<file path="config.mk">
export PLATFORM = sky130hd
export DESIGN_NAME = sqio_top
export DESIGN_NICKNAME = d
export VERILOG_FILES = /design/src/design/sqio_pkg.sv /design/src/design/sqio_top.sv
export SDC_FILE = /design/constraint.sdc
export NUM_CORES = 1
export LEC_CHECK = 0
export BUFFER_PORTS_ARGS = -buffer_cell sky130_fd_sc_hd__clkbuf_2
export CAP_MARGIN = 20
export CORE_UTILIZATION = 55
export CTS_BUF_LIST = sky130_fd_sc_hd__clkbuf_16
export DETAILED_ROUTE_END_ITERATION = 8
export HOLD_SLACK_MARGIN = 0.03
export PLACE_DENSITY = 0.76
export SYNTH_ARGS = -nofsm -noshare
export SYNTH_HDL_FRONTEND = slang
export SYNTH_SLANG_ARGS = --single-unit
</file>
<file path="constraint.sdc">
create_clock -name CLK_I -period 3.2 [get_ports CLK_I]
set_input_delay 0.64 -clock CLK_I [delete_from_list [all_inputs] [get_ports CLK_I]]
set_output_delay 0.64 -clock CLK_I [all_outputs]
set_load 0.01 [all_outputs]
</file>
<file path="src/design/sqio_pkg.sv">
// Package of constants and types for the sequence I/O allocation block
// Summary of operation
// Four output selects accept codes 0..11; new values apply after power cycle.
// Output codes: none, ready, in-position, alarm a/b, brake, limit, halt, etc.
// Output defaults: 1 ready, 2 in-position, 3 alarm active-open, 4 none.
// Input codes 0..8: none, enable, alarm clear, limits, halt, P, clear, overheat.
// Input codes 9..21: anti-resonance, pulse, mode, jog, speed, ramp, limit, freewheel.
// Rotation only while motor enable active; commands ignored otherwise.
// Enable drop while turning: max brake to zero-speed band, then coast.
// Able to rotate when enable, no alarm, both limits and halt active.
// Enable active but a limit or halt inactive holds motor stopped.
// Enable comes from code 1 terminal; unassigned means always active.
// Latched alarms clear on rising edge of alarm clear, not level.
// Alarm clear covers the eleven resettable alarm sources.
// Alarm clear comes from code 2 terminal; unassigned means never active.
// Alarm clear defaults to input terminal two.
// Alarms also clear on both keys held over one second, and power cycle.
// Five input selects accept 0..21, power-cycle change, defaults enable and clear.
// Output driven by selected status; code 0 inactive; active-open inverts alarm.
// Each input routed by its code; multiple terminals combine by OR.
package sqio_pkg;
   // Register byte addresses on APB
   localparam logic [11:0] OUT1_SEL_ADDR  = 12'h000;
   localparam logic [11:0] OUT2_SEL_ADDR  = 12'h004;
   localparam logic [11:0] OUT3_SEL_ADDR  = 12'h008;
   localparam logic [11:0] OUT4_SEL_ADDR  = 12'h00C;
   localparam logic [11:0] IN1_SEL_ADDR   = 12'h010;
   localparam logic [11:0] IN2_SEL_ADDR   = 12'h014;
   localparam logic [11:0] IN3_SEL_ADDR   = 12'h018;
   localparam logic [11:0] IN4_SEL_ADDR   = 12'h01C;
   localparam logic [11:0] IN5_SEL_ADDR   = 12'h020;
   localparam logic [11:0] STATUS_ADDR    = 12'h024;
   localparam logic [11:0] ALARM_ADDR     = 12'h028;
   // Reset values of the selects
   localparam logic [7:0] OUT1_SEL_RST = 8'h01;
   localparam logic [7:0] OUT2_SEL_RST = 8'h02;
   localparam logic [7:0] OUT3_SEL_RST = 8'h04;
   localparam logic [7:0] OUT4_SEL_RST = 8'h00;
   localparam logic [7:0] IN1_SEL_RST  = 8'h01;
   localparam logic [7:0] IN2_SEL_RST  = 8'h02;
   localparam logic [7:0] IN3_SEL_RST  = 8'h00;
   localparam logic [7:0] IN4_SEL_RST  = 8'h00;
   localparam logic [7:0] IN5_SEL_RST  = 8'h00;
   // Code ranges
   localparam logic [7:0] OUT_CODE_MAX = 8'h0B;
   localparam logic [7:0] IN_CODE_MAX  = 8'h15;
   // Input function codes
   localparam logic [4:0] IN_NONE = 5'h00;
   localparam logic [4:0] IN_ENABLE = 5'h01;
   localparam logic [4:0] IN_ALM_CLR = 5'h02;
   localparam logic [4:0] IN_FWD_LIM = 5'h03;
   localparam logic [4:0] IN_REV_LIM = 5'h04;
   localparam logic [4:0] IN_HALT = 5'h05;
   localparam logic [4:0] IN_OVERHEAT = 5'h08;
   // Output function codes
   localparam logic [3:0] OUT_NONE = 4'h0;
   localparam logic [3:0] OUT_READY = 4'h1;
   localparam logic [3:0] OUT_INPOS = 4'h2;
   localparam logic [3:0] OUT_ALM_A = 4'h3;
   localparam logic [3:0] OUT_ALM_B = 4'h4;
   localparam logic [3:0] OUT_DBRAKE = 4'h5;
   localparam logic [3:0] OUT_LIMIT = 4'h6;
   localparam logic [3:0] OUT_HALT = 4'h7;
   localparam logic [3:0] OUT_ZDEV = 4'h8;
   localparam logic [3:0] OUT_ZSPD = 4'h9;
   localparam logic [3:0] OUT_ILIM = 4'hA;
   localparam logic [3:0] OUT_BRAKE = 4'hB;
   // Counts
   localparam int NUM_IN  = 5;
   localparam int NUM_OUT = 4;
   localparam int NUM_FUNC = 22;
   localparam int NUM_ALARM = 11;
   // Key hold time and derived cycles at 250 MHz
   localparam int KEY_HOLD_MS = 1000;
   localparam int CLK_MHZ = 250;
   localparam int KEY_HOLD_CYC = KEY_HOLD_MS * 1000 * CLK_MHZ + 1;
   // Status bit positions
   localparam int ST_ENABLE = 0;
   localparam int ST_READY = 1;
   localparam int ST_HOLD = 2;
   localparam int ST_BRAKING = 3;
   localparam int ST_COAST = 4;
   localparam int ST_ALARM = 5;
   // Drive state: Gray along run, brake, coast
   typedef enum logic [1:0] {
      SQIO_OFF   = 2'b00,
      SQIO_RUN   = 2'b01,
      SQIO_BRAKE = 2'b11,
      SQIO_COAST = 2'b10
   } sqio_drive_t;
   // Status inputs from the servo core
   typedef struct packed {
      logic in_position;
      logic zero_deviation;
      logic zero_speed;
      logic current_limit;
      logic brake_timing;
      logic dyn_brake;
   } sqio_core_t;
endpackage

</file>
<file path="src/design/sqio_top.sv">
// Sequence I/O allocation, motor enable gating and alarm clear logic
`timescale 1ns/1ps
module sqio_top #(
   parameter int KEY_HOLD = sqio_pkg::KEY_HOLD_CYC
) (
   // Clock and reset
   input  wire logic                              CLK_I,
   input  wire logic                              RST_B_I,
   // APB slave
   input  wire logic                              PSEL_I,
   input  wire logic                              PENABLE_I,
   input  wire logic                              PWRITE_I,
   input  wire logic [11:0]                       PADDR_I,
   input  wire logic [31:0]                       PWDATA_I,
   output logic      [31:0]                       PRDATA_O,
   output logic                                   PREADY_O,
   output logic                                   PSLVERR_O,
   // Terminals
   input  wire logic [sqio_pkg::NUM_IN-1:0]       SEQ_IN_I,
   output logic      [sqio_pkg::NUM_OUT-1:0]      SEQ_OUT_O,
   // Panel keys and power-cycle apply strobe
   input  wire logic                              KEY_UP_I,
   input  wire logic                              KEY_DOWN_I,
   input  wire logic                              POWER_APPLY_I,
   // Servo core interface
   input  wire logic [sqio_pkg::NUM_ALARM-1:0]    ALARM_RAISE_I,
   input  wire sqio_pkg::sqio_core_t              CORE_I,
   output logic [sqio_pkg::NUM_FUNC-1:0]          FUNC_O,
   output logic                                   READY_O,
   output logic                                   HOLD_STOP_O,
   output logic                                   MAX_BRAKE_O,
   output logic                                   TORQUE_OFF_O
);
   logic [7:0] out_pend_reg [sqio_pkg::NUM_OUT];
   logic [7:0] out_sel_reg  [sqio_pkg::NUM_OUT];
   logic [7:0] in_pend_reg  [sqio_pkg::NUM_IN];
   logic [7:0] in_sel_reg   [sqio_pkg::NUM_IN];
   logic [sqio_pkg::NUM_IN-1:0]   s1_reg, s2_reg, s3_reg, in_lvl_reg;
   logic [1:0]                    k1_reg, k2_reg, k3_reg, key_reg;
   logic [sqio_pkg::NUM_ALARM-1:0] alarm_reg;
   logic [31:0]                   key_cnt_reg;
   logic                          clr_prev_reg;
   sqio_pkg::sqio_drive_t         drive_reg, drive_next;
   logic [sqio_pkg::NUM_FUNC-1:0] func_raw, func_asg;
   logic [sqio_pkg::NUM_OUT-1:0]  out_next;
   logic                          en_act, clr_act, fwd_ok, rev_ok, halt_ok;
   logic                          alarm_any, ready, clr_edge, key_clear;
   logic                          wr_en;
   logic [31:0]                   rd_data;

   localparam logic [7:0] OUT_RST [sqio_pkg::NUM_OUT] = '{sqio_pkg::OUT1_SEL_RST,
      sqio_pkg::OUT2_SEL_RST, sqio_pkg::OUT3_SEL_RST, sqio_pkg::OUT4_SEL_RST};
   localparam logic [7:0] IN_RST [sqio_pkg::NUM_IN] = '{sqio_pkg::IN1_SEL_RST,
      sqio_pkg::IN2_SEL_RST, sqio_pkg::IN3_SEL_RST, sqio_pkg::IN4_SEL_RST,
      sqio_pkg::IN5_SEL_RST};

   assign wr_en = PSEL_I && PENABLE_I && PWRITE_I;

   // Pending allocation settings written by software
   always_ff @(posedge CLK_I or negedge RST_B_I) begin
      if (!RST_B_I) begin
         for (int i = 0; i < sqio_pkg::NUM_OUT; i++) begin
            out_pend_reg[i] <= OUT_RST[i];
         end
         for (int i = 0; i < sqio_pkg::NUM_IN; i++) begin
            in_pend_reg[i] <= IN_RST[i];
         end
      end else if (wr_en) begin
         for (int i = 0; i < sqio_pkg::NUM_OUT; i++) begin
            if (PADDR_I == sqio_pkg::OUT1_SEL_ADDR + 12'(4 * i)
                && PWDATA_I[7:0] <= sqio_pkg::OUT_CODE_MAX) begin
               out_pend_reg[i] <= PWDATA_I[7:0];
            end
         end
         for (int i = 0; i < sqio_pkg::NUM_IN; i++) begin
            if (PADDR_I == sqio_pkg::IN1_SEL_ADDR + 12'(4 * i)
                && PWDATA_I[7:0] <= sqio_pkg::IN_CODE_MAX) begin
               in_pend_reg[i] <= PWDATA_I[7:0];
            end
         end
      end
   end

   // Active allocations load only on power-cycle apply
   always_ff @(posedge CLK_I or negedge RST_B_I) begin
      if (!RST_B_I) begin
         for (int i = 0; i < sqio_pkg::NUM_OUT; i++) begin
            out_sel_reg[i] <= OUT_RST[i];
         end
         for (int i = 0; i < sqio_pkg::NUM_IN; i++) begin
            in_sel_reg[i] <= IN_RST[i];
         end
      end else if (POWER_APPLY_I) begin
         out_sel_reg <= out_pend_reg;
         in_sel_reg  <= in_pend_reg;
      end
   end

   // Three-stage terminal and key synchronisers
   always_ff @(posedge CLK_I or negedge RST_B_I) begin
      if (!RST_B_I) begin
         s1_reg     <= '0;
         s2_reg     <= '0;
         s3_reg     <= '0;
         in_lvl_reg <= '0;
         k1_reg     <= '0;
         k2_reg     <= '0;
         k3_reg     <= '0;
         key_reg    <= '0;
      end else begin
         s1_reg <= SEQ_IN_I;
         s2_reg <= s1_reg;
         s3_reg <= s2_reg;
         for (int i = 0; i < sqio_pkg::NUM_IN; i++) begin
            if (s2_reg[i] == s3_reg[i]) begin
               in_lvl_reg[i] <= s3_reg[i];
            end
         end
         k1_reg <= {KEY_UP_I, KEY_DOWN_I};
         k2_reg <= k1_reg;
         k3_reg <= k2_reg;
         for (int i = 0; i < 2; i++) begin
            if (k2_reg[i] == k3_reg[i]) begin
               key_reg[i] <= k3_reg[i];
            end
         end
      end
   end

   // Route terminals to functions, OR of all terminals with one code
   always_comb begin
      func_raw = '0;
      func_asg = '0;
      for (int i = 0; i < sqio_pkg::NUM_IN; i++) begin
         for (int f = 1; f < sqio_pkg::NUM_FUNC; f++) begin
            if (in_sel_reg[i] == 8'(f)) begin
               func_raw[f] = func_raw[f] | in_lvl_reg[i];
               func_asg[f] = 1'b1;
            end
         end
      end
   end

   // Defaults for unassigned functions
   assign en_act  = func_asg[sqio_pkg::IN_ENABLE] ? func_raw[sqio_pkg::IN_ENABLE] : 1'b1;
   assign clr_act = func_asg[sqio_pkg::IN_ALM_CLR] && func_raw[sqio_pkg::IN_ALM_CLR];
   assign fwd_ok  = func_asg[sqio_pkg::IN_FWD_LIM] ? func_raw[sqio_pkg::IN_FWD_LIM] : 1'b1;
   assign rev_ok  = func_asg[sqio_pkg::IN_REV_LIM] ? func_raw[sqio_pkg::IN_REV_LIM] : 1'b1;
   assign halt_ok = func_asg[sqio_pkg::IN_HALT] ? func_raw[sqio_pkg::IN_HALT] : 1'b1;
   assign alarm_any = |alarm_reg;
   assign ready   = en_act && !alarm_any && fwd_ok && rev_ok && halt_ok;
   assign clr_edge = clr_act && !clr_prev_reg;
   assign key_clear = (key_cnt_reg == 32'(KEY_HOLD)) && alarm_any;

   // Alarm clear edge memory
   always_ff @(posedge CLK_I or negedge RST_B_I) begin
      if (!RST_B_I) begin
         clr_prev_reg <= 1'b0;
      end else begin
         clr_prev_reg <= clr_act;
      end
   end

   // Key hold timer, counts while both keys held and an alarm shows
   always_ff @(posedge CLK_I or negedge RST_B_I) begin
      if (!RST_B_I) begin
         key_cnt_reg <= '0;
      end else if (!(key_reg[0] && key_reg[1] && alarm_any)) begin
         key_cnt_reg <= '0;
      end else if (key_cnt_reg != 32'(KEY_HOLD)) begin
         key_cnt_reg <= key_cnt_reg + 32'h00000001;
      end
   end

   // Latched alarms; a new raise wins over a clear
   always_ff @(posedge CLK_I or negedge RST_B_I) begin
      if (!RST_B_I) begin
         alarm_reg <= '0;
      end else if (clr_edge || key_clear || POWER_APPLY_I) begin
         alarm_reg <= ALARM_RAISE_I;
      end else begin
         alarm_reg <= alarm_reg | ALARM_RAISE_I;
      end
   end

   // Drive state machine
   always_comb begin
      drive_next = drive_reg;
      unique case (drive_reg)
         sqio_pkg::SQIO_OFF: begin
            if (en_act) begin
               drive_next = sqio_pkg::SQIO_RUN;
            end
         end
         sqio_pkg::SQIO_RUN: begin
            if (!en_act) begin
               drive_next = CORE_I.zero_speed ? sqio_pkg::SQIO_COAST
                                              : sqio_pkg::SQIO_BRAKE;
            end
         end
         sqio_pkg::SQIO_BRAKE: begin
            if (CORE_I.zero_speed) begin
               drive_next = sqio_pkg::SQIO_COAST;
            end
         end
         sqio_pkg::SQIO_COAST: begin
            drive_next = sqio_pkg::SQIO_OFF;
         end
      endcase
   end

   always_ff @(posedge CLK_I or negedge RST_B_I) begin
      if (!RST_B_I) begin
         drive_reg <= sqio_pkg::SQIO_OFF;
      end else begin
         drive_reg <= drive_next;
      end
   end

   // Output terminal selection
   always_comb begin
      out_next = '0;
      for (int i = 0; i < sqio_pkg::NUM_OUT; i++) begin
         unique case (out_sel_reg[i][3:0])
            sqio_pkg::OUT_NONE:   out_next[i] = 1'b0;
            sqio_pkg::OUT_READY:  out_next[i] = ready;
            sqio_pkg::OUT_INPOS:  out_next[i] = CORE_I.in_position;
            sqio_pkg::OUT_ALM_A:  out_next[i] = alarm_any;
            sqio_pkg::OUT_ALM_B:  out_next[i] = !alarm_any;
            sqio_pkg::OUT_DBRAKE: out_next[i] = CORE_I.dyn_brake;
            sqio_pkg::OUT_LIMIT:  out_next[i] = !fwd_ok || !rev_ok;
            sqio_pkg::OUT_HALT:   out_next[i] = !halt_ok;
            sqio_pkg::OUT_ZDEV:   out_next[i] = CORE_I.zero_deviation;
            sqio_pkg::OUT_ZSPD:   out_next[i] = CORE_I.zero_speed;
            sqio_pkg::OUT_ILIM:   out_next[i] = CORE_I.current_limit;
            sqio_pkg::OUT_BRAKE:  out_next[i] = CORE_I.brake_timing;
            default:              out_next[i] = 1'b0;
         endcase
      end
   end

   // Registered outputs to the core and terminals
   always_ff @(posedge CLK_I or negedge RST_B_I) begin
      if (!RST_B_I) begin
         SEQ_OUT_O    <= '0;
         FUNC_O       <= '0;
         READY_O      <= 1'b0;
         HOLD_STOP_O  <= 1'b0;
         MAX_BRAKE_O  <= 1'b0;
         TORQUE_OFF_O <= 1'b1;
      end else begin
         SEQ_OUT_O    <= out_next;
         FUNC_O       <= func_raw;
         FUNC_O[sqio_pkg::IN_ENABLE] <= en_act;
         FUNC_O[sqio_pkg::IN_FWD_LIM] <= fwd_ok;
         FUNC_O[sqio_pkg::IN_REV_LIM] <= rev_ok;
         FUNC_O[sqio_pkg::IN_HALT] <= halt_ok;
         FUNC_O[sqio_pkg::IN_OVERHEAT] <= func_asg[sqio_pkg::IN_OVERHEAT]
                                          ? func_raw[sqio_pkg::IN_OVERHEAT] : 1'b1;
         READY_O      <= ready && drive_next == sqio_pkg::SQIO_RUN;
         HOLD_STOP_O  <= en_act && !(fwd_ok && rev_ok && halt_ok);
         MAX_BRAKE_O  <= drive_next == sqio_pkg::SQIO_BRAKE;
         TORQUE_OFF_O <= drive_next != sqio_pkg::SQIO_RUN && drive_next != sqio_pkg::SQIO_BRAKE;
      end
   end

   // APB read mux
   always_comb begin
      rd_data = '0;
      for (int i = 0; i < sqio_pkg::NUM_OUT; i++) begin
         if (PADDR_I == sqio_pkg::OUT1_SEL_ADDR + 12'(4 * i)) begin
            rd_data = {24'h000000, out_pend_reg[i]};
         end
      end
      for (int i = 0; i < sqio_pkg::NUM_IN; i++) begin
         if (PADDR_I == sqio_pkg::IN1_SEL_ADDR + 12'(4 * i)) begin
            rd_data = {24'h000000, in_pend_reg[i]};
         end
      end
      if (PADDR_I == sqio_pkg::STATUS_ADDR) begin
         rd_data[sqio_pkg::ST_ENABLE]  = en_act;
         rd_data[sqio_pkg::ST_READY]   = ready;
         rd_data[sqio_pkg::ST_HOLD]    = HOLD_STOP_O;
         rd_data[sqio_pkg::ST_BRAKING] = drive_reg == sqio_pkg::SQIO_BRAKE;
         rd_data[sqio_pkg::ST_COAST]   = drive_reg == sqio_pkg::SQIO_COAST;
         rd_data[sqio_pkg::ST_ALARM]   = alarm_any;
      end
      if (PADDR_I == sqio_pkg::ALARM_ADDR) begin
         rd_data = {21'h000000, alarm_reg};
      end
   end

   // APB answer: zero wait states, unmapped reads zero with error
   always_ff @(posedge CLK_I or negedge RST_B_I) begin
      if (!RST_B_I) begin
         PRDATA_O <= '0;
      end else if (PSEL_I && !PENABLE_I && !PWRITE_I) begin
         PRDATA_O <= rd_data;
      end
   end

   assign PREADY_O  = 1'b1;
   assign PSLVERR_O = PSEL_I && PENABLE_I && (PADDR_I[1:0] != 2'b00
                      || PADDR_I > sqio_pkg::ALARM_ADDR);
endmodule

</file>
[After elaboration in Yosys (flattened, before gate mapping)]
Cells that the tools add are included.
Operators by class
  add/sub/neg operators: 1
  $lt $le $gt $ge: 3
  equal/unequal tests: 176
  muxes and demuxes: 163
  bitwise operators: 85
  reductions and logical operators: 53
Operators with widths (count)
  equality test 8 x 4 -> 1 bit (second input constant): 40
  two-way mux 32 bit: 10
  equality test 8 x 5 -> 1 bit (second input constant): 30
  equality test 8 x 3 -> 1 bit (second input constant): 20
  two-way mux 1 bit: 141
  OR 1 bit: 84
  equality test 8 x 2 -> 1 bit (second input constant): 10
  equality test 4 x 3 -> 1 bit (second input constant): 16
  equality test 4 bit (second input constant): 16
  equality test 12 x 5 -> 1 bit (second input constant): 4
  one-hot mux 1 bit (11 select lines): 4
  equality test 8 x 1 -> 1 bit (second input constant): 5
  equality test 12 x 6 -> 1 bit (second input constant): 3
  adder 32 x 1 -> 32 bit (second input constant): 1
  equality test 32 x 28 -> 1 bit (second input constant): 1
  equality test 4 x 2 -> 1 bit (second input constant): 8
  inequality test 32 x 28 -> 1 bit (second input constant): 1
  logical AND 1 bit: 28
  equality test 12 x 4 -> 1 bit (second input constant): 2
  AND reduction 2 bit: 9
  equality test 4 x 1 -> 1 bit (second input constant): 4
  two-way mux 8 bit: 2
  equality test 12 x 3 -> 1 bit (second input constant): 1
  > comparator 12 x 6 -> 1 bit (second input constant): 1
  other kinds (18): 40
Storage, ports and cells
  register bits after elaboration: 263
  bits of input ports: 74

[Logic depth before layout (Yosys ltp)]
  depth in word-level cells: 17
  depth in mapped cells: 10
  gate-level depth less buffers: 9

[Least setup slack after synthesis]
No wires, ideal clock.
  path kind: input to output
  from: input PADDR_I[9]
  to: output PSLVERR_O
  arrival time: 2.144 ns
  data required time: 2.560 ns
  setup slack: 0.416 ns
  cell stages on the path: 7
  buffers on the path: 2
  cell sequence: or4_1 > buf_2 > nor3_1 > nand2_1 > clkbuf_1 > o31ai_1 > a21oi_1
Between the ends
  longest elaborated chain between the ends: 3
Ends and longest elaborated chain
  from (decl): line sqio_top.sv:13  | input wire logic [11:0] PADDR_I,
  > comparator 12 x 6 -> 1 bit: line sqio_top.sv:304  | || PADDR_I > sqio_pkg::ALARM_ADDR);
  logical OR 1 bit: line sqio_top.sv:304
  logical AND 1 bit: line sqio_top.sv:303  | assign PSLVERR_O = PSEL_I && PENABLE_I && (PADDR_I[1:0] != 2'b00
  to (decl): line sqio_top.sv:17  | output logic PSLVERR_O,
Every way passes these cells.

[Final worst setup path]
Ends and elaborated chain as after synthesis.

==> flow_summary.ini <==
[place]
dp_hpwl_mm = 21.7
port_buffers = 90
gp_congestion = 0.961
dp_cells = 1431

[route]
wl_per_cell_um = 20.0
drtAntennaViolNets = 0
vias = 8987
dr.pass1.iters = 5
via_per_inst = 6.08
wl_mm = 29.6
drt_iter0_drc = 723
drc_errors = 0

[clocking]
cts_made_buffers = 25
cts_hold_buf = 0
clock_sinks = 242
cts_buffer_depth = 3
clk_pin_slew_worst_paths_ps = 60
htreeDepth = 1
root_buffer = clkbuf_16
post_cts_buffers = 0
cts_tree = built
clk_latency_ps = 520
cts_resized = 0

[synthesis]
synth-edff-count = 0
synth_compound_area_frac = 0.109
netlist_instances = 1078
synth_xor_area_frac = 0.0197
synthSimpleGateAreaFrac = 0.200
yosysTopAreaCell = dfrtp_1
ys_ff_latch = 242
seq_area_frac_synth = 0.524
syn-cell-area_um2 = 11600
synthAdderAreaFrac = 0.0147
synthArstFlopShare = 1.00
ys_types = 75
netlist.area_leader.share = 0.499
syn_avg_cell_area_um2 = 10.7
synth_flop_cell = dfrtp_1
yosys_warnings = 0
synth.area.top_cells = dfrtp_1 (50%), mux2_2 (8.3%), nand2_1 (3.0%)
muxShareOfSynthArea = 0.0939
synth_top_family_by_area = simple AND/OR/NAND/NOR gates

[global_routing]
grt_pass1_vias = 8833
gr-total-overflow = 0
grt_pass1_wl_mm = 47.6
track_usage = 0.280
antenna_found_initial = 0
grt_max_degree = 82

[sta]
tightest_slew_ps = 676
fin_setup_tns_ps = 0
period_share = 0.913
layout_min_cycle_time_ps = 2920
hold_viol = 0
setup_viol_count_final = 0
slew_headroom = 0.546
rsz0062_at_grt = false
slew_viol_final = 0
finClkSkew_ps = 5.86
max_freq_ghz = 0.342

[worst_setup_path]
crit_arrival_ps = 2280
crit_type = in2out
start_kind = input pin
critical-path-slowest-cell = or4_1
path_cells = clkbuf_2 > or4_1 > nor3_1 > nand2_1 > o31ai_1 > a21oi_1 > clkbuf_2
critPathMostFrequentCell = clkbuf_2
cp_top_family = simple AND/OR/NAND/NOR gates
r2r_start = in_sel_reg[12]
worstPathRequired_ps = 2560
max_stage_delay_ps = 720
r2r_cells = 8
worstPathMaxFanout = 7
endpoint_kind = output pin
cp.buffers_inverters = 2
r2r_setup_slack_ps = 330
regToRegEndpoint = SEQ_OUT_O[2]

[floorplan]
die_height_um = 147
io_pins = 138
core_area_um2 = 20400
die_area_um2 = 21600
num_rows = 52
start_util = 0.567
die_x_um = 147

[outcome]
status = finished clean

[final_layout]
stdcell_count = 1477
final_common_cell = dfrtp_1
nNetsFinal = 1270
area_growth_syn_to_layout_pct = 14.1
mostFrequentLayoutCells = dfrtp_1 (231), nand2_1 (91), clkbuf_2 (89)
antenna_cells = 0
drive_gt1_frac = 0.244

[hold_path]
min_path_type = in2async

[pwr]
peakVddDrop_v = 0.000372
cellLeakagePower_nw = 6.03
power_density_nw_per_um2 = 473

[flow_run]
drv_cap = 0
[worst max-delay path by stage]
stage / startpoint / to / slack, ps / depth (start not counted)
floorplan: PADDR_I[9] / PSLVERR_O / 420 / 7
global placement: PADDR_I[7] / PRDATA_O[7] / 280 / 8
detailed placement: PADDR_I[9] / in_pend_reg[20] / 260 / 6
CTS: PADDR_I[9] / PSLVERR_O / 320 / 7
global route: PADDR_I[9] / PSLVERR_O / 190 / 7
finish: PADDR_I[9] / PSLVERR_O / 280 / 7
[metal layers]
metal | wire, µm | global-route usage | vias to the layer above
li1 | - | - | 4067
met1 | 12700 | 0.396 | 4467
met2 | 13800 | 0.442 | 407
met3 | 2450 | 0.0547 | 46
met4 | 630 | 0.0727 | 0
met5 | 0 | 0 | -
[worst reg2reg max path: stages (launching register included)]
cell and delay (ps):
dfrtp_1 450, nor4_4 530, nand2_2 150, o211a_1 270, o211ai_2 100, a21boi_4 370
nor4b_4 450, a31oi_1 150, o311ai_1 290
[kinds of logic after synthesis]
family                     after synthesis
xor gates and xnor gates                26
adders and majority gates               15
buffers and inverters                   92
AOI/OAI and AO/OA                      186
and+or+nand+nor                        422
muxes                                   93
DFF                                    242
other                                    2
[power by group]
group / switching, W / internal (W) / total, W
registers: 0.0000401 / 0.00311 / 0.00315
logic: 0.000211 / 0.000101 / 0.000312
clock network: 0.00119 / 0.00159 / 0.00278
[area by class of cell]
class,count,area (µm²)
fillers,1632,7230
clock inverters,21,156
inverters,26,97.6
clock buffers,25,626
repair buffers,128,771
flip-flops and latches,242,6070
well taps,270,338
multi-input cells,765,5150
[per-stage QoR]
step	setup WS [ps]	area (µm²)	utilization	total power (W)	hold WS, ps
floorplan	416	11700	-	0.00336	331
global placement	276	12400	0.608	0.00351	334
detailed placement	256	12400	0.608	0.00352	336
CTS	323	13200	0.646	0.00628	109
global route	187	13200	0.646	0.00645	130
finish	280	13200	0.646	0.00624	79.6
[Yosys cell counts (20+ instances only)]
cell,n
a21oi_1,34
clkbuf_1,37
nand4_1,20
inv_1,26
nand3_1,49
or3_1,23
nor3_1,28
nor2b_1,35
nand2_1,91
buf_4,23
dfrtp_1,231
nor2_1,85
o21ai_0,41
mux2_2,85
Note: power is estimated with default switching activity, not from simulation.
